File: src/logic/scfl_pkg.sv
package scfl_pkg;

  // Register byte offsets on the APB side
  localparam int         ADDR_W    = 8;
  localparam logic [7:0] OFF_CTRL1 = 8'h00;
  localparam logic [7:0] OFF_CTRL2 = 8'h04;
  localparam logic [7:0] OFF_STAT1 = 8'h08;
  localparam logic [7:0] OFF_STAT2 = 8'h0c;
  localparam logic [7:0] OFF_CTRL3 = 8'h10;
  localparam logic [7:0] OFF_DATA  = 8'h14;
  localparam logic [7:0] OFF_EVT   = 8'h18;
  localparam logic [7:0] OFF_MASK  = 8'h1c;

  // Field positions inside the control and status words
  localparam int POS_FRAME_NINE = 4;
  localparam int POS_RX_ON      = 2;
  localparam int POS_EDGE       = 6;
  localparam int POS_RX_NINTH   = 7;
  localparam int POS_TX_NINTH   = 6;

  // Flag vector layout, shared by status one, event and mask registers
  localparam int FL_W        = 9;
  localparam int RXF_W       = 6;
  localparam int FL_PARITY   = 0;
  localparam int FL_FRAMING  = 1;
  localparam int FL_NOISE    = 2;
  localparam int FL_OVERRUN  = 3;
  localparam int FL_IDLE     = 4;
  localparam int FL_RX_FULL  = 5;
  localparam int FL_TX_DONE  = 6;
  localparam int FL_TX_EMPTY = 7;
  localparam int FL_RX_EDGE  = 8;

  // Reset values
  localparam logic [8:0] FLAGS_RST = 9'h0c0;
  localparam logic [8:0] MASK_RST  = 9'h000;
  localparam logic [5:0] RXF_RST   = 6'h00;

  // APB access sequencer
  typedef enum logic [1:0] {
    ACC_IDLE   = 2'b00,
    ACC_ANSWER = 2'b01
  } scfl_acc_t;

endpackage : scfl_pkg

File: src/logic/scfl_tx_if.sv
`timescale 1ns/100ps
interface scfl_tx_if;
  logic       wr;
  logic [7:0] wdata;
  logic       ninth;
  logic       seen;
  logic       tbe;
  logic       tdone;

  modport ctl (output wr, output wdata, output ninth, output seen,
               input tbe, input tdone);
  modport tx  (input wr, input wdata, input ninth, input seen,
               output tbe, output tdone);
endinterface : scfl_tx_if

File: src/logic/scfl_top.sv
`timescale 1ns/100ps
// Summary of operation
// - Tx flags pollable; zero mask blocks interrupt
// - Rx full cleared by status then data read
// - Idle cleared by status then data read
// - Idle rearms only after new received character
// - Error flags set together with rx full
// - No error flags for overrunning character
// - Overrun keeps old character, drops new one
// - Falling rx line edge sets edge flag while receiver is on
// - Edge flag cleared by writing one
// - Frame width bit selects nine-bit characters
// - Ninth bits held in control three
// - Ninth bit copied with data into shifter
module scfl_top (
  // Clock and reset
  input  wire logic        pclk,
  input  wire logic        presetn,
  // APB slave
  input  wire logic        psel,
  input  wire logic        penable,
  input  wire logic        pwrite,
  input  wire logic [7:0]  paddr,
  input  wire logic [31:0] pwdata,
  output logic [31:0]      prdata,
  output logic             pready,
  output logic             pslverr,
  // Receive line and receive shifter
  input  wire logic        rxd,
  input  wire logic        rx_char_valid,
  input  wire logic [8:0]  rx_char_data,
  input  wire logic        rx_noise,
  input  wire logic        rx_framing,
  input  wire logic        rx_parity,
  input  wire logic        rx_line_idle,
  // Transmit shifter
  input  wire logic        tx_shift_ready,
  input  wire logic        tx_shift_idle,
  output logic             tx_shift_load,
  output logic [8:0]       tx_shift_word,
  // Interrupt
  output logic             irq
);

  typedef struct packed {
    scfl_pkg::scfl_acc_t acc;
    logic [31:0]         rdata;
    logic                err;
    logic                frame_nine;
    logic                rx_on;
    logic                tx_ninth;
    logic                rx_ninth;
    logic [7:0]          rx_data;
    logic [5:0]          rxf;
    logic [5:0]          arm;
    logic                idle_ok;
    logic                edge_flag;
    logic                rxd_q;
    logic [8:0]          fl_q;
    logic [8:0]          evt;
    logic [8:0]          mask;
  } scfl_main_st_t;

  scfl_main_st_t s_ff;
  scfl_main_st_t nxt_s;
  scfl_tx_if     tx_bus ();

  // Address decode, reused by every register access
  function automatic logic hit(input logic [7:0] a, input logic [7:0] off);
    hit = (a == off);
  endfunction : hit

  function automatic logic mapped(input logic [7:0] a);
    mapped = hit(a, scfl_pkg::OFF_CTRL1) || hit(a, scfl_pkg::OFF_CTRL2) ||
             hit(a, scfl_pkg::OFF_STAT1) || hit(a, scfl_pkg::OFF_STAT2) ||
             hit(a, scfl_pkg::OFF_CTRL3) || hit(a, scfl_pkg::OFF_DATA)  ||
             hit(a, scfl_pkg::OFF_EVT)   || hit(a, scfl_pkg::OFF_MASK);
  endfunction : mapped

  logic       xfer;
  logic       wr;
  logic       rd;
  logic       st_rd;
  logic       dt_rd;
  logic [5:0] clr;
  logic       ovr;
  logic       take;
  logic       edge_seen;
  logic [8:0] all_fl;

  // One wait state: data is registered, side effects land on the last edge
  assign pready  = (s_ff.acc == scfl_pkg::ACC_ANSWER);
  assign prdata  = s_ff.rdata;
  assign pslverr = pready && s_ff.err;
  assign xfer    = psel && penable && pready;
  assign wr      = xfer && pwrite && !s_ff.err;
  assign rd      = xfer && !pwrite && !s_ff.err;
  assign st_rd   = rd && hit(paddr, scfl_pkg::OFF_STAT1);
  assign dt_rd   = rd && hit(paddr, scfl_pkg::OFF_DATA);

  // Data read clears only the flags that the earlier status read saw
  assign clr = dt_rd ? s_ff.arm : 6'h00;

  // A character arriving while the buffer stays full is an overrun
  assign ovr  = rx_char_valid && s_ff.rx_on &&
                s_ff.rxf[scfl_pkg::FL_RX_FULL] && !clr[scfl_pkg::FL_RX_FULL];
  assign take = rx_char_valid && s_ff.rx_on && !ovr;

  // Start bit is the active edge; rxd is already synchronous to pclk
  assign edge_seen = s_ff.rx_on && s_ff.rxd_q && !rxd;

  assign all_fl = {s_ff.edge_flag, tx_bus.tbe, tx_bus.tdone, s_ff.rxf};

  // Hand-off to the transmit holding stage
  assign tx_bus.wr    = wr && hit(paddr, scfl_pkg::OFF_DATA);
  assign tx_bus.wdata = pwdata[7:0];
  assign tx_bus.ninth = s_ff.frame_nine && s_ff.tx_ninth;
  assign tx_bus.seen  = st_rd && s_ff.rdata[scfl_pkg::FL_TX_EMPTY];

  // Level interrupt; masked-off flags stay pollable in status one, the edge flag in status two
  assign irq = |(s_ff.evt & s_ff.mask);

  // Next-state logic for the whole block except the transmit holding stage
  always_comb begin
    nxt_s = s_ff;
    // APB sequencer and read data capture
    case (s_ff.acc)
      scfl_pkg::ACC_IDLE: begin
        if (psel && penable) begin
          nxt_s.acc   = scfl_pkg::ACC_ANSWER;
          nxt_s.err   = !mapped(paddr);
          nxt_s.rdata = 32'h0000_0000;
          case (paddr)
            scfl_pkg::OFF_CTRL1: nxt_s.rdata[scfl_pkg::POS_FRAME_NINE] = s_ff.frame_nine;
            scfl_pkg::OFF_CTRL2: nxt_s.rdata[scfl_pkg::POS_RX_ON] = s_ff.rx_on;
            scfl_pkg::OFF_STAT1: nxt_s.rdata[7:0] = all_fl[7:0];
            scfl_pkg::OFF_STAT2: nxt_s.rdata[scfl_pkg::POS_EDGE] = s_ff.edge_flag;
            scfl_pkg::OFF_CTRL3: begin
              nxt_s.rdata[scfl_pkg::POS_RX_NINTH] = s_ff.rx_ninth;
              nxt_s.rdata[scfl_pkg::POS_TX_NINTH] = s_ff.tx_ninth;
            end
            scfl_pkg::OFF_DATA: nxt_s.rdata[7:0] = s_ff.rx_data;
            scfl_pkg::OFF_EVT:  nxt_s.rdata[8:0] = s_ff.evt;
            scfl_pkg::OFF_MASK: nxt_s.rdata[8:0] = s_ff.mask;
            default:            nxt_s.rdata = 32'h0000_0000;
          endcase
        end
      end
      scfl_pkg::ACC_ANSWER: nxt_s.acc = scfl_pkg::ACC_IDLE;
      default:              nxt_s.acc = scfl_pkg::ACC_IDLE;
    endcase

    // Control and mask register writes
    if (wr && hit(paddr, scfl_pkg::OFF_CTRL1)) begin
      nxt_s.frame_nine = pwdata[scfl_pkg::POS_FRAME_NINE];
    end
    if (wr && hit(paddr, scfl_pkg::OFF_CTRL2)) begin
      nxt_s.rx_on = pwdata[scfl_pkg::POS_RX_ON];
    end
    if (wr && hit(paddr, scfl_pkg::OFF_CTRL3)) begin
      nxt_s.tx_ninth = pwdata[scfl_pkg::POS_TX_NINTH];
    end
    if (wr && hit(paddr, scfl_pkg::OFF_MASK)) begin
      nxt_s.mask = pwdata[8:0];
    end

    // Two-step clear: status read arms, data read clears
    if (st_rd) begin
      nxt_s.arm = s_ff.rdata[5:0];
    end
    if (dt_rd) begin
      nxt_s.arm = 6'h00;
    end
    nxt_s.rxf = s_ff.rxf & ~clr;
    if (clr[scfl_pkg::FL_IDLE]) begin
      nxt_s.idle_ok = 1'b0;
    end

    // New character: buffer it with its errors, or flag overrun
    if (take) begin
      nxt_s.rx_data  = rx_char_data[7:0];
      nxt_s.rx_ninth = s_ff.frame_nine && rx_char_data[8];
      nxt_s.rxf[scfl_pkg::FL_RX_FULL] = 1'b1;
      nxt_s.rxf[scfl_pkg::FL_NOISE]   = nxt_s.rxf[scfl_pkg::FL_NOISE]   | rx_noise;
      nxt_s.rxf[scfl_pkg::FL_FRAMING] = nxt_s.rxf[scfl_pkg::FL_FRAMING] | rx_framing;
      nxt_s.rxf[scfl_pkg::FL_PARITY]  = nxt_s.rxf[scfl_pkg::FL_PARITY]  | rx_parity;
      nxt_s.idle_ok = 1'b1;
    end
    // Overrun drops the new character and its errors
    if (ovr) begin
      nxt_s.rxf[scfl_pkg::FL_OVERRUN] = 1'b1;
    end

    // Idle only once per received character
    if (rx_line_idle && s_ff.rx_on && s_ff.idle_ok) begin
      nxt_s.rxf[scfl_pkg::FL_IDLE] = 1'b1;
    end

    // Edge flag: write one clears, a new edge wins over the clear
    nxt_s.rxd_q = rxd;
    if (wr && hit(paddr, scfl_pkg::OFF_STAT2) && pwdata[scfl_pkg::POS_EDGE]) begin
      nxt_s.edge_flag = 1'b0;
    end
    if (edge_seen) begin
      nxt_s.edge_flag = 1'b1;
    end

    // Sticky events on each rising flag; set wins over write-one clear
    nxt_s.fl_q = all_fl;
    if (wr && hit(paddr, scfl_pkg::OFF_EVT)) begin
      nxt_s.evt = s_ff.evt & ~pwdata[8:0];
    end
    nxt_s.evt = nxt_s.evt | (all_fl & ~s_ff.fl_q);
  end

  always_ff @(posedge pclk or negedge presetn) begin
    if (!presetn) begin
      s_ff <= '{acc: scfl_pkg::ACC_IDLE, rdata: 32'h0000_0000, err: 1'b0,
                frame_nine: 1'b0, rx_on: 1'b0, tx_ninth: 1'b0, rx_ninth: 1'b0,
                rx_data: 8'h00, rxf: scfl_pkg::RXF_RST, arm: 6'h00,
                idle_ok: 1'b1, edge_flag: 1'b0, rxd_q: 1'b1,
                fl_q: scfl_pkg::FLAGS_RST, evt: 9'h000, mask: scfl_pkg::MASK_RST};
    end else begin
      s_ff <= nxt_s;
    end
  end

  // Transmit holding stage
  scfl_tx_hold u_tx (
    .pclk           (pclk),
    .presetn        (presetn),
    .bus            (tx_bus.tx),
    .tx_shift_ready (tx_shift_ready),
    .tx_shift_idle  (tx_shift_idle),
    .tx_shift_load  (tx_shift_load),
    .tx_shift_word  (tx_shift_word)
  );
endmodule : scfl_top

File: src/logic/scfl_tx_hold.sv
`timescale 1ns/100ps
module scfl_tx_hold (
  // Clock and reset
  input  wire logic  pclk,
  input  wire logic  presetn,
  // Control side
  scfl_tx_if.tx      bus,
  // Transmit shifter
  input  wire logic  tx_shift_ready,
  input  wire logic  tx_shift_idle,
  output logic       tx_shift_load,
  output logic [8:0] tx_shift_word
);

  typedef struct packed {
    logic       tbe;
    logic       tdone;
    logic       arm;
    logic [7:0] hold;
    logic [8:0] word;
  } scfl_tx_st_t;

  scfl_tx_st_t s_ff;
  scfl_tx_st_t nxt_s;

  // Shifter takes the buffer only while a character is pending
  assign tx_shift_load = !s_ff.tbe && tx_shift_ready;

  // Buffer, empty flag and done flag
  always_comb begin
    nxt_s = s_ff;
    if (bus.seen) begin
      nxt_s.arm = 1'b1;
    end
    if (bus.wr) begin
      nxt_s.hold = bus.wdata;
      if (s_ff.arm) begin
        nxt_s.tbe   = 1'b0;
        nxt_s.tdone = 1'b0;
        nxt_s.arm   = 1'b0;
      end
    end
    if (tx_shift_load) begin
      nxt_s.word = {bus.ninth, s_ff.hold};
      nxt_s.tbe  = 1'b1;
    end
    // Set wins: done is recomputed after any clear above
    if (nxt_s.tbe && tx_shift_idle) begin
      nxt_s.tdone = 1'b1;
    end
  end

  always_ff @(posedge pclk or negedge presetn) begin
    if (!presetn) begin
      s_ff <= '{tbe: 1'b1, tdone: 1'b1, arm: 1'b0, hold: 8'h00, word: 9'h000};
    end else begin
      s_ff <= nxt_s;
    end
  end

  assign bus.tbe       = s_ff.tbe;
  assign bus.tdone     = s_ff.tdone;
  assign tx_shift_word = s_ff.word;
endmodule : scfl_tx_hold

File: config.mk
export PLATFORM = sky130hd
export DESIGN_NAME = scfl_top
export DESIGN_NICKNAME = d
export VERILOG_FILES = /design/src/logic/scfl_pkg.sv /design/src/logic/scfl_tx_if.sv /design/src/logic/scfl_top.sv /design/src/logic/scfl_tx_hold.sv
export SDC_FILE = /design/constraint.sdc
export NUM_CORES = 1
export LEC_CHECK = 0
export BUFFER_PORTS_ARGS = -buffer_cell sky130_fd_sc_hd__buf_2
export CORE_ASPECT_RATIO = 1.75
export CORE_MARGIN = 4
export CORE_UTILIZATION = 48
export CTS_CLUSTER_DIAMETER = 50
export CTS_CLUSTER_SIZE = 20
export DETAILED_ROUTE_END_ITERATION = 6
export HOLD_SLACK_MARGIN = 0.15
export PLACE_DENSITY = 0.74
export SYNTH_ARGS = -nofsm -noshare
export SYNTH_HDL_FRONTEND = slang
export SYNTH_SLANG_ARGS = --single-unit
File: constraint.sdc
create_clock -name pclk -period 1.7 [get_ports pclk]
set_input_delay 0.34 -clock pclk [delete_from_list [all_inputs] [get_ports pclk]]
set_output_delay 0.34 -clock pclk [all_outputs]
set_load 0.01 [all_outputs]
Yosys cells after proc, flatten, opt, wreduce, memory -nomap -nowiden. Cells that the tools add are included.

Flip-flop bits (word level): 86. Word-level logic and storage cells: 122.

Equality and inequality tests: 9. Muxes and demuxes: 27. Bitwise gates (word level): 11. Reductions and logical operators: 54.

Operators by type and width (count): two-way mux 35 bit (1); equality test 8 x 5 -> 1 bit (second input constant) (4); logical AND 1 bit (30); AND 9 bit (3); two-way mux 6 bit (3); inverter 9 bit (2); equality test 8 x 4 -> 1 bit (second input constant) (2); one-hot mux 1 bit (5 select lines) (3); two-way mux 11 bit (1); two-way mux 1 bit (10); nonzero test 2 bit (5); two-way mux 9 bit (1); OR 9 bit (1); OR reduction 9 bit (1); equality test 8 x 3 -> 1 bit (second input constant) (1); logical NOT 8 bit (1); one-hot mux 1 bit (4 select lines) (2); one-hot mux 2 bit (4 select lines) (1); logical NOT 1 bit (7); logical OR 1 bit (7); AND 6 bit (1); two-way mux 3 bit (2); inverter 6 bit (1); one-hot mux 1 bit (6 select lines) (1); 7 further kinds (10).

Logic depth before layout (Yosys ltp).
Depth after elaboration: 13. Gate-level depth with buffers: 6.

Modules after synthesis. Synthesis repeated with hierarchy kept, for this count alone.

Cell total of the unflattened synthesis: 328. Area, all modules: 4072.7 sq um.

By module, submodules not included: scfl_top (instances 1, cells each 273, area each 3200.6 sq um); scfl_tx_hold (instances 1, cells each 55, area each 872.1 sq um).

Least setup slack after synthesis. Ideal clock, no wire load.

Path type: in2reg. From: input port paddr[1]. To: register s_ff (netlist bit all_fl[3]). Library setup time: 0.122 ns. Data arrival time: 1.688 ns. Setup slack: -0.110 ns. Cell stages on the path: 4. Path through: or4_4 > nor4_4 > a21oi_1 > a32o_1.

RTL lines: from (decl) (RTL line scfl_top.sv:23) `input wire logic [7:0] paddr,`; to (signal assigned) (RTL line scfl_top.sv:218) `s_ff <= '{acc: scfl_pkg::ACC_IDLE, rdata: 32'h0000_0000, err: 1'b0,`; to (signal assigned) (RTL line scfl_top.sv:224) `s_ff <= nxt_s;`; to (decl) (RTL line scfl_top.sv:64) `scfl_main_st_t s_ff;`.

Final worst setup path.
From: register s_ff[14] in the netlist's numbering. To: output port irq.

Word-level cells in the longest chain between the ends: 2.

RTL lines: AND 9 bit (RTL line scfl_top.sv:121) `assign irq = |(s_ff.evt & s_ff.mask);`; OR reduction 9 bit (RTL line scfl_top.sv:121); to (decl) (RTL line scfl_top.sv:42) `output logic irq`.

No other way between the ends.

==> results.json <==
{
  "insertion_delay_ns": 0.34,
  "cts_tree": "built",
  "synthMostInstantiatedCell": "dfrtp_1",
  "drc": 0,
  "place_area_mm2": 0.00451,
  "dieArea_mm2": 0.00998,
  "multi_input_area_mm2": 0.00177,
  "drtIter0Drc": 184,
  "coreArea_mm2": 0.00826,
  "clock.fmax_ghz": 0.550,
  "worstSetupEndpoint": "irq",
  "r2r_end": "s_ff[1]",
  "path_clk_slew_ns": 0.06,
  "wire_per_inst_um": 19.5,
  "fin_crit_sh_pct": 107,
  "crit_arrival_ns": 1.48,
  "tightestPinTransition_ns": 0.528,
  "critPathLaunch": "s_ff[14]",
  "cp_max_fo": 3,
  "nets": 499,
  "core.rowCount": 44,
  "ir_worst_vdd_v": 0.000659,
  "fp.dieW_um": 77.2,
  "grt_use_total_pct": 21.2,
  "gp_congestion": 0.867,
  "first_pass_iters": 5,
  "maxSlewHeadroom_pct": 64.8,
  "syn_avg_cell_area_um2": 11.6,
  "ys_top_cells_by_count": "dfrtp_1 (79), buf_4 (41), mux2_2 (38), inv_1 (21), o21ai_0 (18)",
  "setup_ws_ns": -0.117,
  "n_fill_cell": 644,
  "synth_ff_type": "dfrtp_1",
  "finalClockSkew_ns": 0.00541,
  "async_flop_share_pct": 100,
  "syn_area_mm2": 0.00403,
  "io_pins": 107,
  "crit_path_start_kind": "flip-flop",
  "cts.sinks": 85,
  "reg2reg_depth": 6,
  "synth.top_cell.area_share_pct": 49.1,
  "min_period_ns": 1.82,
  "setup-violations-final": 37,
  "rsz0062_at_grt": "yes",
  "setup_tns_ns": -2.02,
  "synth_cell_types": 48,
  "regToRegSetupSlack_ns": -0.11,
  "routed_wl_um": 10400,
  "start_util_pct": 48.8,
  "dpl.hpwl_um": 7430,
  "ant_nets": 0,
  "syn_inst": 346,
  "drive_gt1_share_pct": 45.4,
  "crit_slowest_cell": "dfrtp_1",
  "whs_ns": 0.205,
  "via_count": 2993,
  "avgViaCountPerCell": 5.62,
  "cts-root-buf": "clkbuf_16",
  "stdcell_area_mm2": 0.00515,
  "ys_seq_area_share_pct": 53.0,
  "total_power_mw": 4.30,
  "synth_area_leaders": "dfrtp_1 (49%), mux2_2 (11%), buf_4 (7.6%), dfstp_2 (3.9%), o21ai_0 (2.2%)",
  "io_buffers": 60,
  "critPathCaptureType": "output pin",
  "grt_max_degree": 42,
  "slew_viol_final": 0,
  "synth_edf_count": 0,
  "h-tree-depth": 3,
  "antenna_found_initial": 0,
  "die_h_um": 129,
  "n_antenna_cell": 0,
  "crit_path_cell_trace": "a22o_1, a221oi_2, nand3_1, buf_2",
  "grt_pass1_vias": 3063,
  "grt_pass1_wl_um": 15900,
  "syn2layout_area_growth_pct": 27.9,
  "violations": "negative setup slack",
  "ys_seq_elements": 85,
  "power.density_mw_per_mm2": 835,
  "slowest_delay_ns": 0.41,
  "ys_warn_count": 0,
  "drv_cap": 0,
  "globalRoute.totalOverflow": 0,
  "synth_top_cell_by_area": "dfrtp_1",
  "run_status": "finished, violations left",
  "leakage_nw": 2.54,
  "crit_required_ns": 1.36,
  "clock_tree.buffer_depth": 2,
  "seq_area_mm2": 0.00213,
  "cts_made_buffers": 9,
  "hold_class": "input port to flip-flop",
  "r2r_start": "s_ff[54]",
  "critPathKind": "flip-flop to output pin",
  "finalHoldViolCount": 0
}
-- what timing repair did --
item | CTS | global route
hold buffers | 2 | 0
pin swaps | 6 | 14
endpoints found under the hold margin | 31 | 0
setup endpoints to repair | 26 | 51
buffers inserted | 5 | 2
cloned | 2 | 0
gates resized for setup | 24 | 35
-- state kept, by name (all words and copies together), names as in the netlist --
register and count:
u_tx.tx_shift_word 9, u_tx.bus.tbe 1, u_tx.s_ff 9, u_tx.bus.tdone 1
prdata 9, s_ff 49, all_fl 7
-- worst max-delay path: cells and delay by family, from the launching register on --
kind | cells | cell delay (ns)
flops | 1 | 0.41
compound gates | 2 | 0.42
buf+inv | 1 | 0.17
simple gates | 1 | 0.14
-- final cells by class --
class | count | share of cell area (%)
inverters | 21 | 1.53
flip-flops and latches | 85 | 41.4
repair buffers | 110 | 14.7
clock buffers | 11 | 4.91
clock inverters | 4 | 0.923
multi-input cells | 210 | 34.3
well taps | 92 | 2.23
-- per-layer routing --
layer	global-route usage (%)	wire, um	up-vias
met3	4.80	582	41
met5	0	0	-
met1	22.4	3690	1450
li1	-	-	1366
met4	14.2	534	0
met2	37.3	5600	136
-- cell families (layout without fill, tap and decap cells) --
family | count (synthesis) | count (layout) | synth area share [%]
multiplexers | 45 | 45 | 12.4
AO/OA/AOI/OAI | 77 | 77 | 13.5
AND/OR/NAND/NOR | 64 | 65 | 10.0
other | 1 | 23 | 0.0931
buffers and inverters | 74 | 146 | 11.0
flip-flops | 85 | 85 | 53.0
-- worst min path at each step --
stage | start | endpoint | slack (ns) | cells after the start
final | rx_framing | all_fl[1] | 0.20 | 2
after global routing | rx_parity | all_fl[0] | 0.21 | 2
after CTS | rx_parity | all_fl[0] | 0.20 | 2
after detailed placement | presetn | prdata[6] | 0.36 | 1
after global placement | presetn | prdata[6] | 0.35 | 1
after floorplan | presetn | all_fl[0] | 0.04 | 0
-- stage by stage --
step	worst slack, ns	util [%]	std cells
3_5_place_dp	-0.240	54.6	507
4_1_cts	-0.134	60.5	531
6_report	-0.117	62.4	533
5_1_grt	-0.195	62.4	533
3_3_place_gp	-0.227	54.6	507
2_1_floorplan	-0.0867	-	368
-- placed cells by master (no fill, tap or decap), drive strengths merged, types with 4 or more instances in the layout --
master and instances:
dfrtp 79, o31ai 9, nor2b 4, mux2 38
a21oi 7, o22ai 6, dfstp 6, buf 107
nand2 17, conb 23, nor4 5, nand2b 5
clkbuf 12, inv 21, nor2 10, nand3 4
o21ai 18, a22o 13, mux2i 7, a22oi 9
-- where the power goes --
| group | switching [mW] | internal [mW] |
|---|---|---|
| clock | 0.770 | 1.20 |
| sequential | 0.00454 | 2.03 |
| combinational | 0.185 | 0.107 |
| total | 0.960 | 3.34 |
Note: power is estimated with default switching activity, not from simulation.
